`config.mk`:
```
export PLATFORM = sky130hd
export DESIGN_NAME = tms_core
export DESIGN_NICKNAME = d
export VERILOG_FILES = /design/src/core/tms_pkg.sv /design/src/core/tms_i2c_slave.sv /design/src/core/tms_core.sv
export SDC_FILE = /design/constraint.sdc
export NUM_CORES = 1
export LEC_CHECK = 0
export BUFFER_PORTS_ARGS = -buffer_cell sky130_fd_sc_hd__buf_4
export CAP_MARGIN = 40
export CORE_MARGIN = 8
export CORE_UTILIZATION = 50
export CTS_CLUSTER_DIAMETER = 200
export CTS_CLUSTER_SIZE = 24
export DETAILED_ROUTE_END_ITERATION = 8
export PLACE_DENSITY_LB_ADDON = 0.12
export SLEW_MARGIN = 25
export SYNTH_ARGS = -nofsm -noshare
export SYNTH_HDL_FRONTEND = slang
export SYNTH_SLANG_ARGS = --single-unit
export TNS_END_PERCENT = 100
```
`constraint.sdc`:
```
create_clock -name clk_sys -period 10.3 [get_ports clk_sys]
set_input_delay 1.03 -clock clk_sys [delete_from_list [all_inputs] [get_ports clk_sys]]
set_output_delay 1.03 -clock clk_sys [all_outputs]
set_load 0.005 [all_outputs]
```
`src/core/tms_pkg.sv`:
```
// Purpose: Shared constants and types for the temperature monitor core.
// Assumes: 200 MHz system clock, synchronous active-low reset.
// Notes:   Register pointers and field positions are named here once.
package tms_pkg;

    // -------------------------------------------------------------
    // Register pointers reached through the serial slave
    // -------------------------------------------------------------
    localparam logic [7:0] PTR_LOCAL_HI    = 8'h00;
    localparam logic [7:0] PTR_REMOTE_HI   = 8'h01;
    localparam logic [7:0] PTR_STATUS      = 8'h02;
    localparam logic [7:0] PTR_CONFIG_RD   = 8'h03;
    localparam logic [7:0] PTR_CONFIG_WR   = 8'h09;
    localparam logic [7:0] PTR_RLIM_HI_RD  = 8'h07;
    localparam logic [7:0] PTR_RLIM_HI_WR  = 8'h0D;
    localparam logic [7:0] PTR_RLIM_LO_RD  = 8'h08;
    localparam logic [7:0] PTR_RLIM_LO_WR  = 8'h0E;
    localparam logic [7:0] PTR_REMOTE_LO   = 8'h10;
    localparam logic [7:0] PTR_LOCAL_LO    = 8'h15;
    localparam logic [7:0] PTR_FILTER      = 8'h24;
    localparam logic [7:0] PTR_CONSEC      = 8'h22;

    // -------------------------------------------------------------
    // Field positions and reset values
    // -------------------------------------------------------------
    localparam int         CFG_POWER_DOWN_BIT = 6;
    localparam int         STAT_OPEN_BIT      = 2;
    localparam int         STAT_BUSY_BIT      = 7;
    localparam logic [7:0] CONFIG_RESET       = 8'h00;
    localparam logic [7:0] RLIM_HI_RESET      = 8'h55;
    localparam logic [7:0] RLIM_LO_RESET      = 8'h00;
    localparam logic [2:0] CONSEC_RESET       = 3'h0;
    localparam logic [1:0] FILTER_RESET       = 2'h0;
    localparam logic [7:0] SHORTED_READING    = 8'hC0;
    localparam logic [6:0] SLAVE_ADDR_DEFAULT = 7'h2A;

    // -------------------------------------------------------------
    // Timing
    // -------------------------------------------------------------
    localparam int CLK_MHZ         = 200;
    localparam int CONV_TIME_US    = 100;
    localparam int CONV_CYCLES     = CONV_TIME_US * CLK_MHZ;

    // Filter level encodings.
    typedef enum logic [1:0] {
        TMS_FILT_OFF = 2'h0,
        TMS_FILT_4   = 2'h1,
        TMS_FILT_8   = 2'h2
    } tms_filt_t;

    // One finished sample handed from the analog front end.
    typedef struct packed {
        logic [7:0] whole;
        logic [3:0] frac;
    } tms_temp_t;

    // One register access request from the serial slave.
    typedef struct packed {
        logic       wr;
        logic [7:0] ptr;
        logic [7:0] data;
    } tms_reg_req_t;

endpackage : tms_pkg

```
`src/core/tms_i2c_slave.sv`:
```
// Purpose: Two-wire serial slave that reaches the register file.
// Assumes: Pins are sampled by two flops on clk_sys before use.
// Notes:   Slave only; the master owns the clock and all conditions.
`timescale 1ns/1ps
module tms_i2c_slave (
    input  wire logic                  clk_sys,
    input  wire logic                  rst_n,
    input  wire logic [6:0]            slave_addr,
    input  wire logic                  scl_i,
    input  wire logic                  sda_i,
    output logic                       sda_o,
    output logic                       sda_oe,
    output tms_pkg::tms_reg_req_t      req,
    output logic                       req_valid,
    input  wire logic [7:0]            rd_data
);
    import tms_pkg::*;

    // -------------------------------------------------------------
    // Pin synchronisers and edge detection
    // -------------------------------------------------------------
    logic [1:0] scl_s_r, sda_s_r;  // Two-flop synchronisers.
    logic       scl_d_r, sda_d_r;  // Delayed copies for edges.
    // sync latency bounds bus rate
    // Three cycles of latency stay far below a high phase at 2.5 MHz.
    always_ff @(posedge clk_sys) begin
        scl_s_r <= {scl_s_r[0], scl_i};
        sda_s_r <= {sda_s_r[0], sda_i};
        scl_d_r <= scl_s_r[1];
        sda_d_r <= sda_s_r[1];
    end
    wire scl_rise = scl_s_r[1] & ~scl_d_r;
    wire scl_fall = ~scl_s_r[1] & scl_d_r;
    wire start_ev = scl_s_r[1] & scl_d_r & sda_d_r & ~sda_s_r[1];
    wire stop_ev  = scl_s_r[1] & scl_d_r & ~sda_d_r & sda_s_r[1];

    typedef enum logic [2:0] {ST_IDLE, ST_ADDR, ST_PTR, ST_WDATA, ST_RDATA} tms_st_t;
    tms_st_t    st_r, st_nxt;         // Transaction phase.
    logic [3:0] bit_r, bit_nxt;       // Bit count within byte, 8 = ack slot.
    logic [7:0] sh_r, sh_nxt;         // Shift register.
    logic       ack_r, ack_nxt;       // Drive ack low during ninth clock.
    logic       tx_r, tx_nxt;         // Drive read data.
    logic       nack_r, nack_nxt;     // Master declined further bytes.
    logic [7:0] ptr_r, ptr_nxt;       // Register pointer, persists.
    logic       rv_nxt;
    tms_reg_req_t req_nxt;

    // -------------------------------------------------------------
    // Next-state logic of the byte engine
    // -------------------------------------------------------------
    always_comb begin
        st_nxt = st_r; bit_nxt = bit_r; sh_nxt = sh_r; ack_nxt = ack_r;
        tx_nxt = tx_r; nack_nxt = nack_r; ptr_nxt = ptr_r;
        rv_nxt = 1'b0; req_nxt = req;
        if (start_ev) begin
            // The clock fall that follows a start carries no bit, so the count
            // is parked one below zero and that fall wraps it to zero.
            st_nxt = ST_ADDR; bit_nxt = 4'hF; ack_nxt = 1'b0; tx_nxt = 1'b0;
        end else if (stop_ev) begin
            st_nxt = ST_IDLE; ack_nxt = 1'b0; tx_nxt = 1'b0;
        end else if (st_r != ST_IDLE && st_r != ST_RDATA && scl_rise && bit_r < 4'h8) begin
            // While transmitting, the shifter moves only on the falling clock.
            // shift in msb first
            sh_nxt = {sh_r[6:0], sda_s_r[1]};
        end else if (st_r == ST_RDATA && scl_rise && bit_r == 4'h8) begin
            nack_nxt = sda_s_r[1];
        end else if (st_r != ST_IDLE && scl_fall) begin
            if (bit_r == 4'h7) begin
                bit_nxt = 4'h8;
                tx_nxt = 1'b0;
                unique case (st_r)
                    ST_ADDR: begin
                        ack_nxt = (sh_r[7:1] == slave_addr);
                        if (sh_r[7:1] != slave_addr) st_nxt = ST_IDLE;
                    end
                    ST_PTR: begin
                        ack_nxt = 1'b1; ptr_nxt = sh_r;
                    end
                    ST_WDATA: begin
                        ack_nxt = 1'b1; rv_nxt = 1'b1;
                        req_nxt = '{wr: 1'b1, ptr: ptr_r, data: sh_r};
                    end
                    default: ack_nxt = 1'b0;
                endcase
            end else if (bit_r == 4'h8) begin
                bit_nxt = 4'h0; ack_nxt = 1'b0;
                if (st_r == ST_ADDR) begin
                    st_nxt = sh_r[0] ? ST_RDATA : ST_PTR;
                    if (sh_r[0]) begin
                        sh_nxt = rd_data; tx_nxt = 1'b1; nack_nxt = 1'b0;
                    end
                end else if (st_r == ST_PTR) begin
                    st_nxt = ST_WDATA;
                end else if (st_r == ST_RDATA) begin
                    if (nack_r) st_nxt = ST_IDLE;
                    else begin
                        sh_nxt = rd_data; tx_nxt = 1'b1;
                    end
                end
            end else begin
                bit_nxt = bit_r + 4'h1;
                if (st_r == ST_RDATA) sh_nxt = {sh_r[6:0], 1'b0};
            end
        end
    end

    // -------------------------------------------------------------
    // State registers
    // -------------------------------------------------------------
    always_ff @(posedge clk_sys) begin
        if (!rst_n) begin
            st_r <= ST_IDLE; bit_r <= 4'h0; sh_r <= 8'h00; ack_r <= 1'b0;
            tx_r <= 1'b0; nack_r <= 1'b0; ptr_r <= 8'h00;
            req <= '0; req_valid <= 1'b0;
        end else begin
            st_r <= st_nxt; bit_r <= bit_nxt; sh_r <= sh_nxt; ack_r <= ack_nxt;
            tx_r <= tx_nxt; nack_r <= nack_nxt; ptr_r <= ptr_nxt;
            req <= rv_nxt ? req_nxt : '{wr: 1'b0, ptr: ptr_r, data: 8'h00};
            req_valid <= rv_nxt;
        end
    end

    assign sda_o  = 1'b0;
    assign sda_oe = ack_r | (tx_r & ~sh_r[7]);

endmodule : tms_i2c_slave

```
`src/core/tms_core.sv`:
```
// Purpose: Temperature monitor digital core with serial register access.
// Assumes: Analog front end delivers samples with a done strobe.
// Notes:   Remote channel has the optional moving-average filter.
//
// Contract
// - integer byte, eight bits, msb clear positive
// - fraction byte uses bits seven to four
// - filter averages last four or eight
// - result and limits use filtered value
// - filter off at reset, set by register
// - shorted sensor reports minus sixty-four
// - fault during conversion sets open flag
// - violation count field sets alarm qualifier
// - power down after current conversion ends
// - otherwise convert continuously, self triggered
// - serial side acts only as slave
// - fast and high speed bus rates
// - bytes shifted msb first
// - start and stop by sda while scl high
// - acknowledge own address on ninth clock
// - eight data pulses then acknowledge
// - any number of bytes per transaction
// - restart or stop returns to addressing
// - first written byte loads pointer
// - reads use most recent pointer
`timescale 1ns/1ps
module tms_core (
    input  wire logic              clk_sys,
    input  wire logic              rst_n,
    input  wire logic [6:0]        slave_addr,
    input  wire logic              scl_i,
    input  wire logic              sda_i,
    output logic                   sda_o,
    output logic                   sda_oe,
    output logic                   conv_start,
    input  wire logic              conv_done,
    input  wire tms_pkg::tms_temp_t local_sample,
    input  wire tms_pkg::tms_temp_t remote_sample,
    input  wire logic              fault_cmp,
    input  wire logic              remote_short,
    output logic                   analog_power_on,
    output logic                   overtemp_pin_n
);
    import tms_pkg::*;

    // -------------------------------------------------------------
    // Register state
    // -------------------------------------------------------------
    logic [7:0]  config_r, config_nxt;         // Configuration byte.
    logic [7:0]  rlim_hi_r, rlim_hi_nxt;       // Remote high limit.
    logic [7:0]  rlim_lo_r, rlim_lo_nxt;       // Remote low limit.
    logic [2:0]  violation_count_field_r, vcf_nxt; // Alarm qualifier.
    tms_filt_t   filt_r, filt_nxt;             // Filter level.
    logic        open_r, open_nxt;             // Open-circuit flag.
    tms_temp_t   local_r, local_nxt;           // Local result.
    tms_temp_t   remote_r, remote_nxt;         // Filtered remote result.
    logic        busy_r, busy_nxt;             // Conversion running.
    logic        fault_seen_r, fault_seen_nxt; // Fault within this conversion.
    logic [2:0]  viol_cnt_r, viol_cnt_nxt;     // Consecutive violations.
    logic        alarm_r, alarm_nxt;           // Alarm state.
    logic [11:0] hist_r [8];                   // Remote sample history.
    logic [3:0]  fill_r, fill_nxt;             // Valid history entries.
    logic        fsync_r [2];                  // Synchronised fault input.
    logic [7:0]  rd_data;                      // Selected read byte.

    tms_reg_req_t req;
    logic         req_valid;

    // -------------------------------------------------------------
    // Serial slave
    // -------------------------------------------------------------
    tms_i2c_slave u_slave (
        .clk_sys    (clk_sys),
        .rst_n      (rst_n),
        .slave_addr (slave_addr),
        .scl_i      (scl_i),
        .sda_i      (sda_i),
        .sda_o      (sda_o),
        .sda_oe     (sda_oe),
        .req        (req),
        .req_valid  (req_valid),
        .rd_data    (rd_data)
    );

    // Fault comparator comes from the analog side; sync it.
    always_ff @(posedge clk_sys) begin
        fsync_r[0] <= fault_cmp;
        fsync_r[1] <= fsync_r[0];
    end

    // -------------------------------------------------------------
    // Remote filter: sum of newest samples
    // -------------------------------------------------------------
    logic [11:0] raw_remote;    // Raw sample, short substituted.
    logic [14:0] sum4, sum8;    // Running sums.
    logic [11:0] filt_out;      // Filter output.
    always_comb begin
        raw_remote = remote_short ? {SHORTED_READING, 4'h0}
                                  : {remote_sample.whole, remote_sample.frac};
        sum4 = 15'(raw_remote);
        sum8 = 15'(raw_remote);
        for (int i = 0; i < 7; i++) begin
            if (i < 3) sum4 = sum4 + 15'(hist_r[i]);
            sum8 = sum8 + 15'(hist_r[i]);
        end
        unique case (filt_r)
            TMS_FILT_4: filt_out = (fill_r >= 4'h3) ? sum4[13:2] : raw_remote;
            TMS_FILT_8: filt_out = (fill_r >= 4'h7) ? sum8[14:3] : raw_remote;
            default:    filt_out = raw_remote;
        endcase
    end

    // -------------------------------------------------------------
    // Conversion, status and alarm next values
    // -------------------------------------------------------------
    logic viol;  // Filtered remote outside limits.
    always_comb begin
        config_nxt = config_r; rlim_hi_nxt = rlim_hi_r; rlim_lo_nxt = rlim_lo_r;
        vcf_nxt = violation_count_field_r; filt_nxt = filt_r; open_nxt = open_r;
        local_nxt = local_r; remote_nxt = remote_r; busy_nxt = busy_r;
        fault_seen_nxt = fault_seen_r; viol_cnt_nxt = viol_cnt_r;
        alarm_nxt = alarm_r; fill_nxt = fill_r; conv_start = 1'b0;
        viol = (filt_out[11:4] > rlim_hi_r) || (filt_out[11:4] < rlim_lo_r);
        if (req_valid) begin
            unique case (req.ptr)
                PTR_CONFIG_WR:  config_nxt = req.data;
                PTR_RLIM_HI_WR: rlim_hi_nxt = req.data;
                PTR_RLIM_LO_WR: rlim_lo_nxt = req.data;
                PTR_CONSEC:     vcf_nxt = req.data[2:0];
                PTR_FILTER: begin
                    filt_nxt = tms_filt_t'(req.data[1:0] == 2'h3 ? 2'h0 : req.data[1:0]);
                    fill_nxt = 4'h0;
                end
                default: ;
            endcase
        end
        if (busy_r && fsync_r[1]) fault_seen_nxt = 1'b1;
        if (busy_r && conv_done) begin
            busy_nxt = 1'b0;
            open_nxt = fault_seen_r | fsync_r[1];
            fault_seen_nxt = 1'b0;
            local_nxt = local_sample;
            remote_nxt = '{whole: filt_out[11:4], frac: filt_out[3:0]};
            if (fill_nxt < 4'h8 && !(req_valid && req.ptr == PTR_FILTER))
                fill_nxt = fill_r + 4'h1;
            if (viol) begin
                if (viol_cnt_r != 3'h7) viol_cnt_nxt = viol_cnt_r + 3'h1;
                // Widened so that a saturated count of seven does not wrap.
                alarm_nxt = (4'(viol_cnt_r) + 4'h1) >=
                            (4'h1 + 4'(violation_count_field_r[0])
                                  + 4'(violation_count_field_r[1])
                                  + 4'(violation_count_field_r[2]));
            end else begin
                viol_cnt_nxt = 3'h0;
                alarm_nxt = 1'b0;
            end
        end else if (!busy_r && !config_r[CFG_POWER_DOWN_BIT]) begin
            busy_nxt = 1'b1;
            conv_start = 1'b1;
        end
    end

    // -------------------------------------------------------------
    // Registers
    // -------------------------------------------------------------
    always_ff @(posedge clk_sys) begin
        if (!rst_n) begin
            config_r <= CONFIG_RESET; rlim_hi_r <= RLIM_HI_RESET;
            rlim_lo_r <= RLIM_LO_RESET; violation_count_field_r <= CONSEC_RESET;
            filt_r <= tms_filt_t'(FILTER_RESET);
            open_r <= 1'b0; local_r <= '0; remote_r <= '0; busy_r <= 1'b0;
            fault_seen_r <= 1'b0; viol_cnt_r <= 3'h0; alarm_r <= 1'b0;
            fill_r <= 4'h0;
        end else begin
            config_r <= config_nxt; rlim_hi_r <= rlim_hi_nxt;
            rlim_lo_r <= rlim_lo_nxt; violation_count_field_r <= vcf_nxt;
            filt_r <= filt_nxt; open_r <= open_nxt; local_r <= local_nxt;
            remote_r <= remote_nxt; busy_r <= busy_nxt;
            fault_seen_r <= fault_seen_nxt; viol_cnt_r <= viol_cnt_nxt;
            alarm_r <= alarm_nxt; fill_r <= fill_nxt;
        end
    end

    // History shifts one place per finished conversion, per entry.
    for (genvar g = 0; g < 8; g++) begin : g_hist
        always_ff @(posedge clk_sys) begin
            if (!rst_n) hist_r[g] <= 12'h000;
            else if (busy_r && conv_done)
                hist_r[g] <= (g == 0) ? raw_remote : hist_r[(g == 0) ? 0 : g - 1];
        end
    end

    assign analog_power_on = busy_r | ~config_r[CFG_POWER_DOWN_BIT];
    assign overtemp_pin_n  = ~alarm_r;

    // -------------------------------------------------------------
    // Read mux
    // -------------------------------------------------------------
    always_comb begin
        unique case (req.ptr)
            PTR_LOCAL_HI:   rd_data = local_r.whole;
            PTR_REMOTE_HI:  rd_data = remote_r.whole;
            PTR_STATUS:     rd_data = {busy_r, 4'h0, open_r, 2'h0};
            PTR_CONFIG_RD:  rd_data = config_r;
            PTR_RLIM_HI_RD: rd_data = rlim_hi_r;
            PTR_RLIM_LO_RD: rd_data = rlim_lo_r;
            PTR_REMOTE_LO:  rd_data = {remote_r.frac, 4'h0};
            PTR_LOCAL_LO:   rd_data = {local_r.frac, 4'h0};
            PTR_CONSEC:     rd_data = {5'h00, violation_count_field_r};
            PTR_FILTER:     rd_data = {6'h00, filt_r};
            default:        rd_data = 8'h00;
        endcase
    end

    // -------------------------------------------------------------
    // Checks
    // -------------------------------------------------------------
    chk_short_value: assert property (@(posedge clk_sys) disable iff (!rst_n)
        (busy_r && conv_done && remote_short && filt_r == TMS_FILT_OFF)
        |=> remote_r.whole == SHORTED_READING) else $error("short value wrong");
    chk_open_set: assert property (@(posedge clk_sys) disable iff (!rst_n)
        (busy_r && conv_done && fault_seen_r) |=> open_r) else $error("open flag not set");
    chk_no_start_pd: assert property (@(posedge clk_sys) disable iff (!rst_n)
        config_r[CFG_POWER_DOWN_BIT] |-> !conv_start) else $error("start in power down");
    chk_cont_conv: assert property (@(posedge clk_sys) disable iff (!rst_n)
        (!busy_r && !config_r[CFG_POWER_DOWN_BIT]) |=> busy_r) else $error("no restart");
    chk_single_alarm: assert property (@(posedge clk_sys) disable iff (!rst_n)
        (busy_r && conv_done && viol && violation_count_field_r == 3'h0) |=> alarm_r)
        else $error("alarm not raised");
    chk_alarm_clear: assert property (@(posedge clk_sys) disable iff (!rst_n)
        (busy_r && conv_done && !viol) |=> !alarm_r && viol_cnt_r == 3'h0)
        else $error("alarm not cleared");
    chk_alarm_hold: assert property (@(posedge clk_sys) disable iff (!rst_n)
        (busy_r && conv_done && viol && viol_cnt_r == 3'h7) |=> alarm_r)
        else $error("alarm dropped at saturation");
    chk_four_first: assert property (@(posedge clk_sys) disable iff (!rst_n)
        (busy_r && conv_done && viol && viol_cnt_r == 3'h0
         && violation_count_field_r == 3'h7) |=> !alarm_r)
        else $error("alarm before fourth violation");
    chk_filt_hist: assert property (@(posedge clk_sys) disable iff (!rst_n)
        (req_valid && req.ptr == PTR_FILTER) |=> fill_r == 4'h0) else $error("history kept");
    chk_frac_low: assert property (@(posedge clk_sys) disable iff (!rst_n)
        (req.ptr == PTR_REMOTE_LO) |-> rd_data[3:0] == 4'h0) else $error("fraction low bits");

endmodule : tms_core

```
==> results.md <==
* Synth-to-Final Area Change at 10.09%
* CTS tree: done
* Die Area at roughly 0.028 mm²
* Min Hold Slack at 0.3325 ns
* # hold bufs at CTS at 0
* DIE WIDTH at 168.5 µm
* R2R Path End: viol_cnt_r[1]
* Most used DFF post-synth: dfxtp_1
* Antenna Violating Nets Remaining at 0
* Critical Path End: viol_cnt_r[1]
* CTS resizes at 0
* Drt wl/cell at 18.06 µm
* Crit-path max FO at 10
* Total core area at 0.02312 mm²
* Via density per instance at 5.503
* Area of the multi-input gates at 0.006020 mm²
* CP Launch Type: primary input
* Total nets after synthesis at 1349
* Number of diodes at 0
* Reg2reg path depth at 32
* FILL cells at about 2100
* Clock Tree Buf Depth at 2
* WL final at 27.47 mm
* Total GRT Usage at 20.05%
* R2r setup slk at 2.13 ns
* Die height at about 170 µm
* CTS H-tree depth at 4
* Pre-CTS setup slack at 0.9804 ns
* Total grt overflow at 0
* Share of layout cells above drive strength 1 at 10.07%
* Vias in the first global route at 8377
* Setup Buffers After CTS at 0
* Inst Count DP at 1487
* Yosys top cell by area: edfxtp_1
* Crit-path max cell delay at 0.61 ns
* Starting density of the core at between 50% and 60%
* Routability cong. at 0.8779
* DR vias at roughly 8400
* Worst vdd ir at 0.1345 mV
* Dpl hpwl at about 20 mm
* Worst setup EP type: flop
* Fin. max-slew vios at 0
* Initial antenna violation count at 0
* CTS buffer count at 17
* Slack of the critical path at ~1.4 ns
* Leakage power at 5.364 nW
* Status: completed
* PD cells at 214.2 mW/mm²
* Port Buffer Count at 41
* Avg Inst Size Synth at 9.721 µm²
* Synthesis Warnings at 0
* Sequential fraction of the synthesis area at 41.50%
* Hold Vio Cnt, Final at 0
* Fin Setup TNS at 0 ns
* Post-synth ARST share at 0%
* Global-route wire length before repair at 44.95 mm
* Fin crit share at a little under 90%
* Reg-to-reg startpoint: hist_r[2][0]
* Slew HR at 45.66%
* # rows at 56
* Post-synth EDFFs at 84
* Tmin final at 8.926 ns
* Clk slew on worst S/H paths at about 0.080 ns
* Cell count after synthesis at ~1200
* Worst Path Arrival at 9.29 ns
* Worst-margin pin slew at approximately 0.81 ns
* Synthesized flop and latch total at 199
* Most used cell along the critical path: fa_1
* Dominant cells by area after synthesis: edfxtp_1 22%, dfxtp_1 20%, fa_1 9.6%
* Fmax at 0.1120 GHz
* Root Driver: clkbuf_16
* Crit Path Class: in2reg
* # setup viols final at 0
* Drt drc at 0
* Largest net degree at the start of global routing at 58
* Detailed Route Iter0 Violations at 573
* Hold Path Class: reg2reg
* Seq. cell area at 0.004825 mm²
* Nets at 1371
* Non-filler cells, final at 1521
* Hold Crit Depth at 0
* Mapped cell area at 0.01163 mm²
* Number of distinct library cells after synthesis at 87
* Most frequent cells in the layout: 157 x inv_1, 137 x nor2_1, 115 x dfxtp_1, 84 x edfxtp_1, 82 x nand2_1
* Max Clock Skew at 0.01354 ns
* Fin area at 0.01280 mm²
* I/O pins at 43
* Commonest non-fill, non-tap cell in the layout: inv_1
* Synth top area share at 21.70%
* Worst Path Required at between 10 and 15 ns
* Max cap viols at 0
* Clock Sinks at 199
* Slowest CP cell: fa_1
* Worst Setup SP: remote_short
* First-pass iteration count of the detailed router at 5
* RSZ-0062 raised after global routing: no
* Worst skew pair latency at between 0.4 and 0.5 ns
* Dpl cell area at 0.01215 mm²
-- cell families after synthesis --
| family | after synthesis | share of synthesized area [%] |
|---|---|---|
| compound gates | 223 | 13.21 |
| buf+inv | 204 | 6.888 |
| flops | 199 | 41.50 |
| xor+xnor | 26 | 1.959 |
| fa+ha+maj | 115 | 15.99 |
| other cells | 1 | 0.03225 |
| mux | 43 | 3.778 |
| simple gates | 385 | 16.65 |
-- critical path: cells and delay by family --
kind	cells	cell delay [ns]
compound gates	15	3.25
xor+xnor	1	0.10
fa+ha+maj	8	3.61
buf+inv	5	0.53
simple gates	4	0.76
-- worst min path at each step --
stage,from,endpoint
final,u_slave.scl_s_r[0],u_slave.scl_s_r[1]
after global routing,u_slave.scl_s_r[0],u_slave.scl_s_r[1]
after CTS,u_slave.sda_s_r[0],u_slave.sda_s_r[1]
after detailed placement,u_slave.sda_s_r[0],u_slave.sda_s_r[1]
after global placement,u_slave.sda_s_r[0],u_slave.sda_s_r[1]
after floorplan,fsync_r[0][0],fsync_r[0][1]
-- sequential cells by signal, indices dropped and copies added (netlist names), 2 cells and up --
signal	count
hist_r	84
u_slave.req	16
local_r	12
remote_r	12
config_r	8
rlim_hi_r	8
rlim_lo_r	8
u_slave.ptr_r	8
u_slave.sh_r	8
fill_r	4
u_slave.bit_r	4
u_slave.st_r	3
viol_cnt_r	3
violation_count_field_r	3
filt_r	2
fsync_r	2
u_slave.scl_s_r	2
u_slave.sda_s_r	2
-- routing by layer --
layer  wire length (µm)  part of all wire (%)  up-vias  track usage (%)
met2              13300                    48      190            33.99
li1                   -                     -     4135                -
met1              12350                    45     4012            25.76
met5                  0                     0        -                0
met4                565                   2.1        0            6.289
met3               1252                   4.6       33            3.471
-- final cells by class --
cell class	instances	area share, %
inverters	159	4.663
clock buffers	17	3.324
multi-input cells	793	47.03
clock inverters	15	1.681
well taps	290	2.835
flip-flops and latches	199	37.69
repair buffers	48	2.776
-- synthesized netlist by cell type, types with 31 or more instances --
cell type,count
nand2_1,84
fa_1,56
and2_1,46
inv_1,158
dfxtp_1,115
ha_1,59
o21ai_0,38
mux2i_1,36
edfxtp_1,84
nor2_1,138
clkbuf_1,31
a21oi_1,62
-- where the power goes --
group | leakage [nW] | total (mW) | internal (mW) | switching [mW]
Sequential | 1.82 | 0.873 | 0.853 | 0.0201
Clock | 0.312 | 0.722 | 0.361 | 0.361
Combinational | 3.23 | 1.15 | 0.486 | 0.662
Total | 5.36 | 2.74 | 1.70 | 1.04
-- through the flow --
stage	total power, mW	utilization, %
after detailed placement	2.030	52.54
after floorplan	1.780	-
final	2.742	55.36
after CTS	2.770	55.31
after global placement	2.020	52.48
after global routing	2.955	55.36
Power figures use the tool's default switching activity.
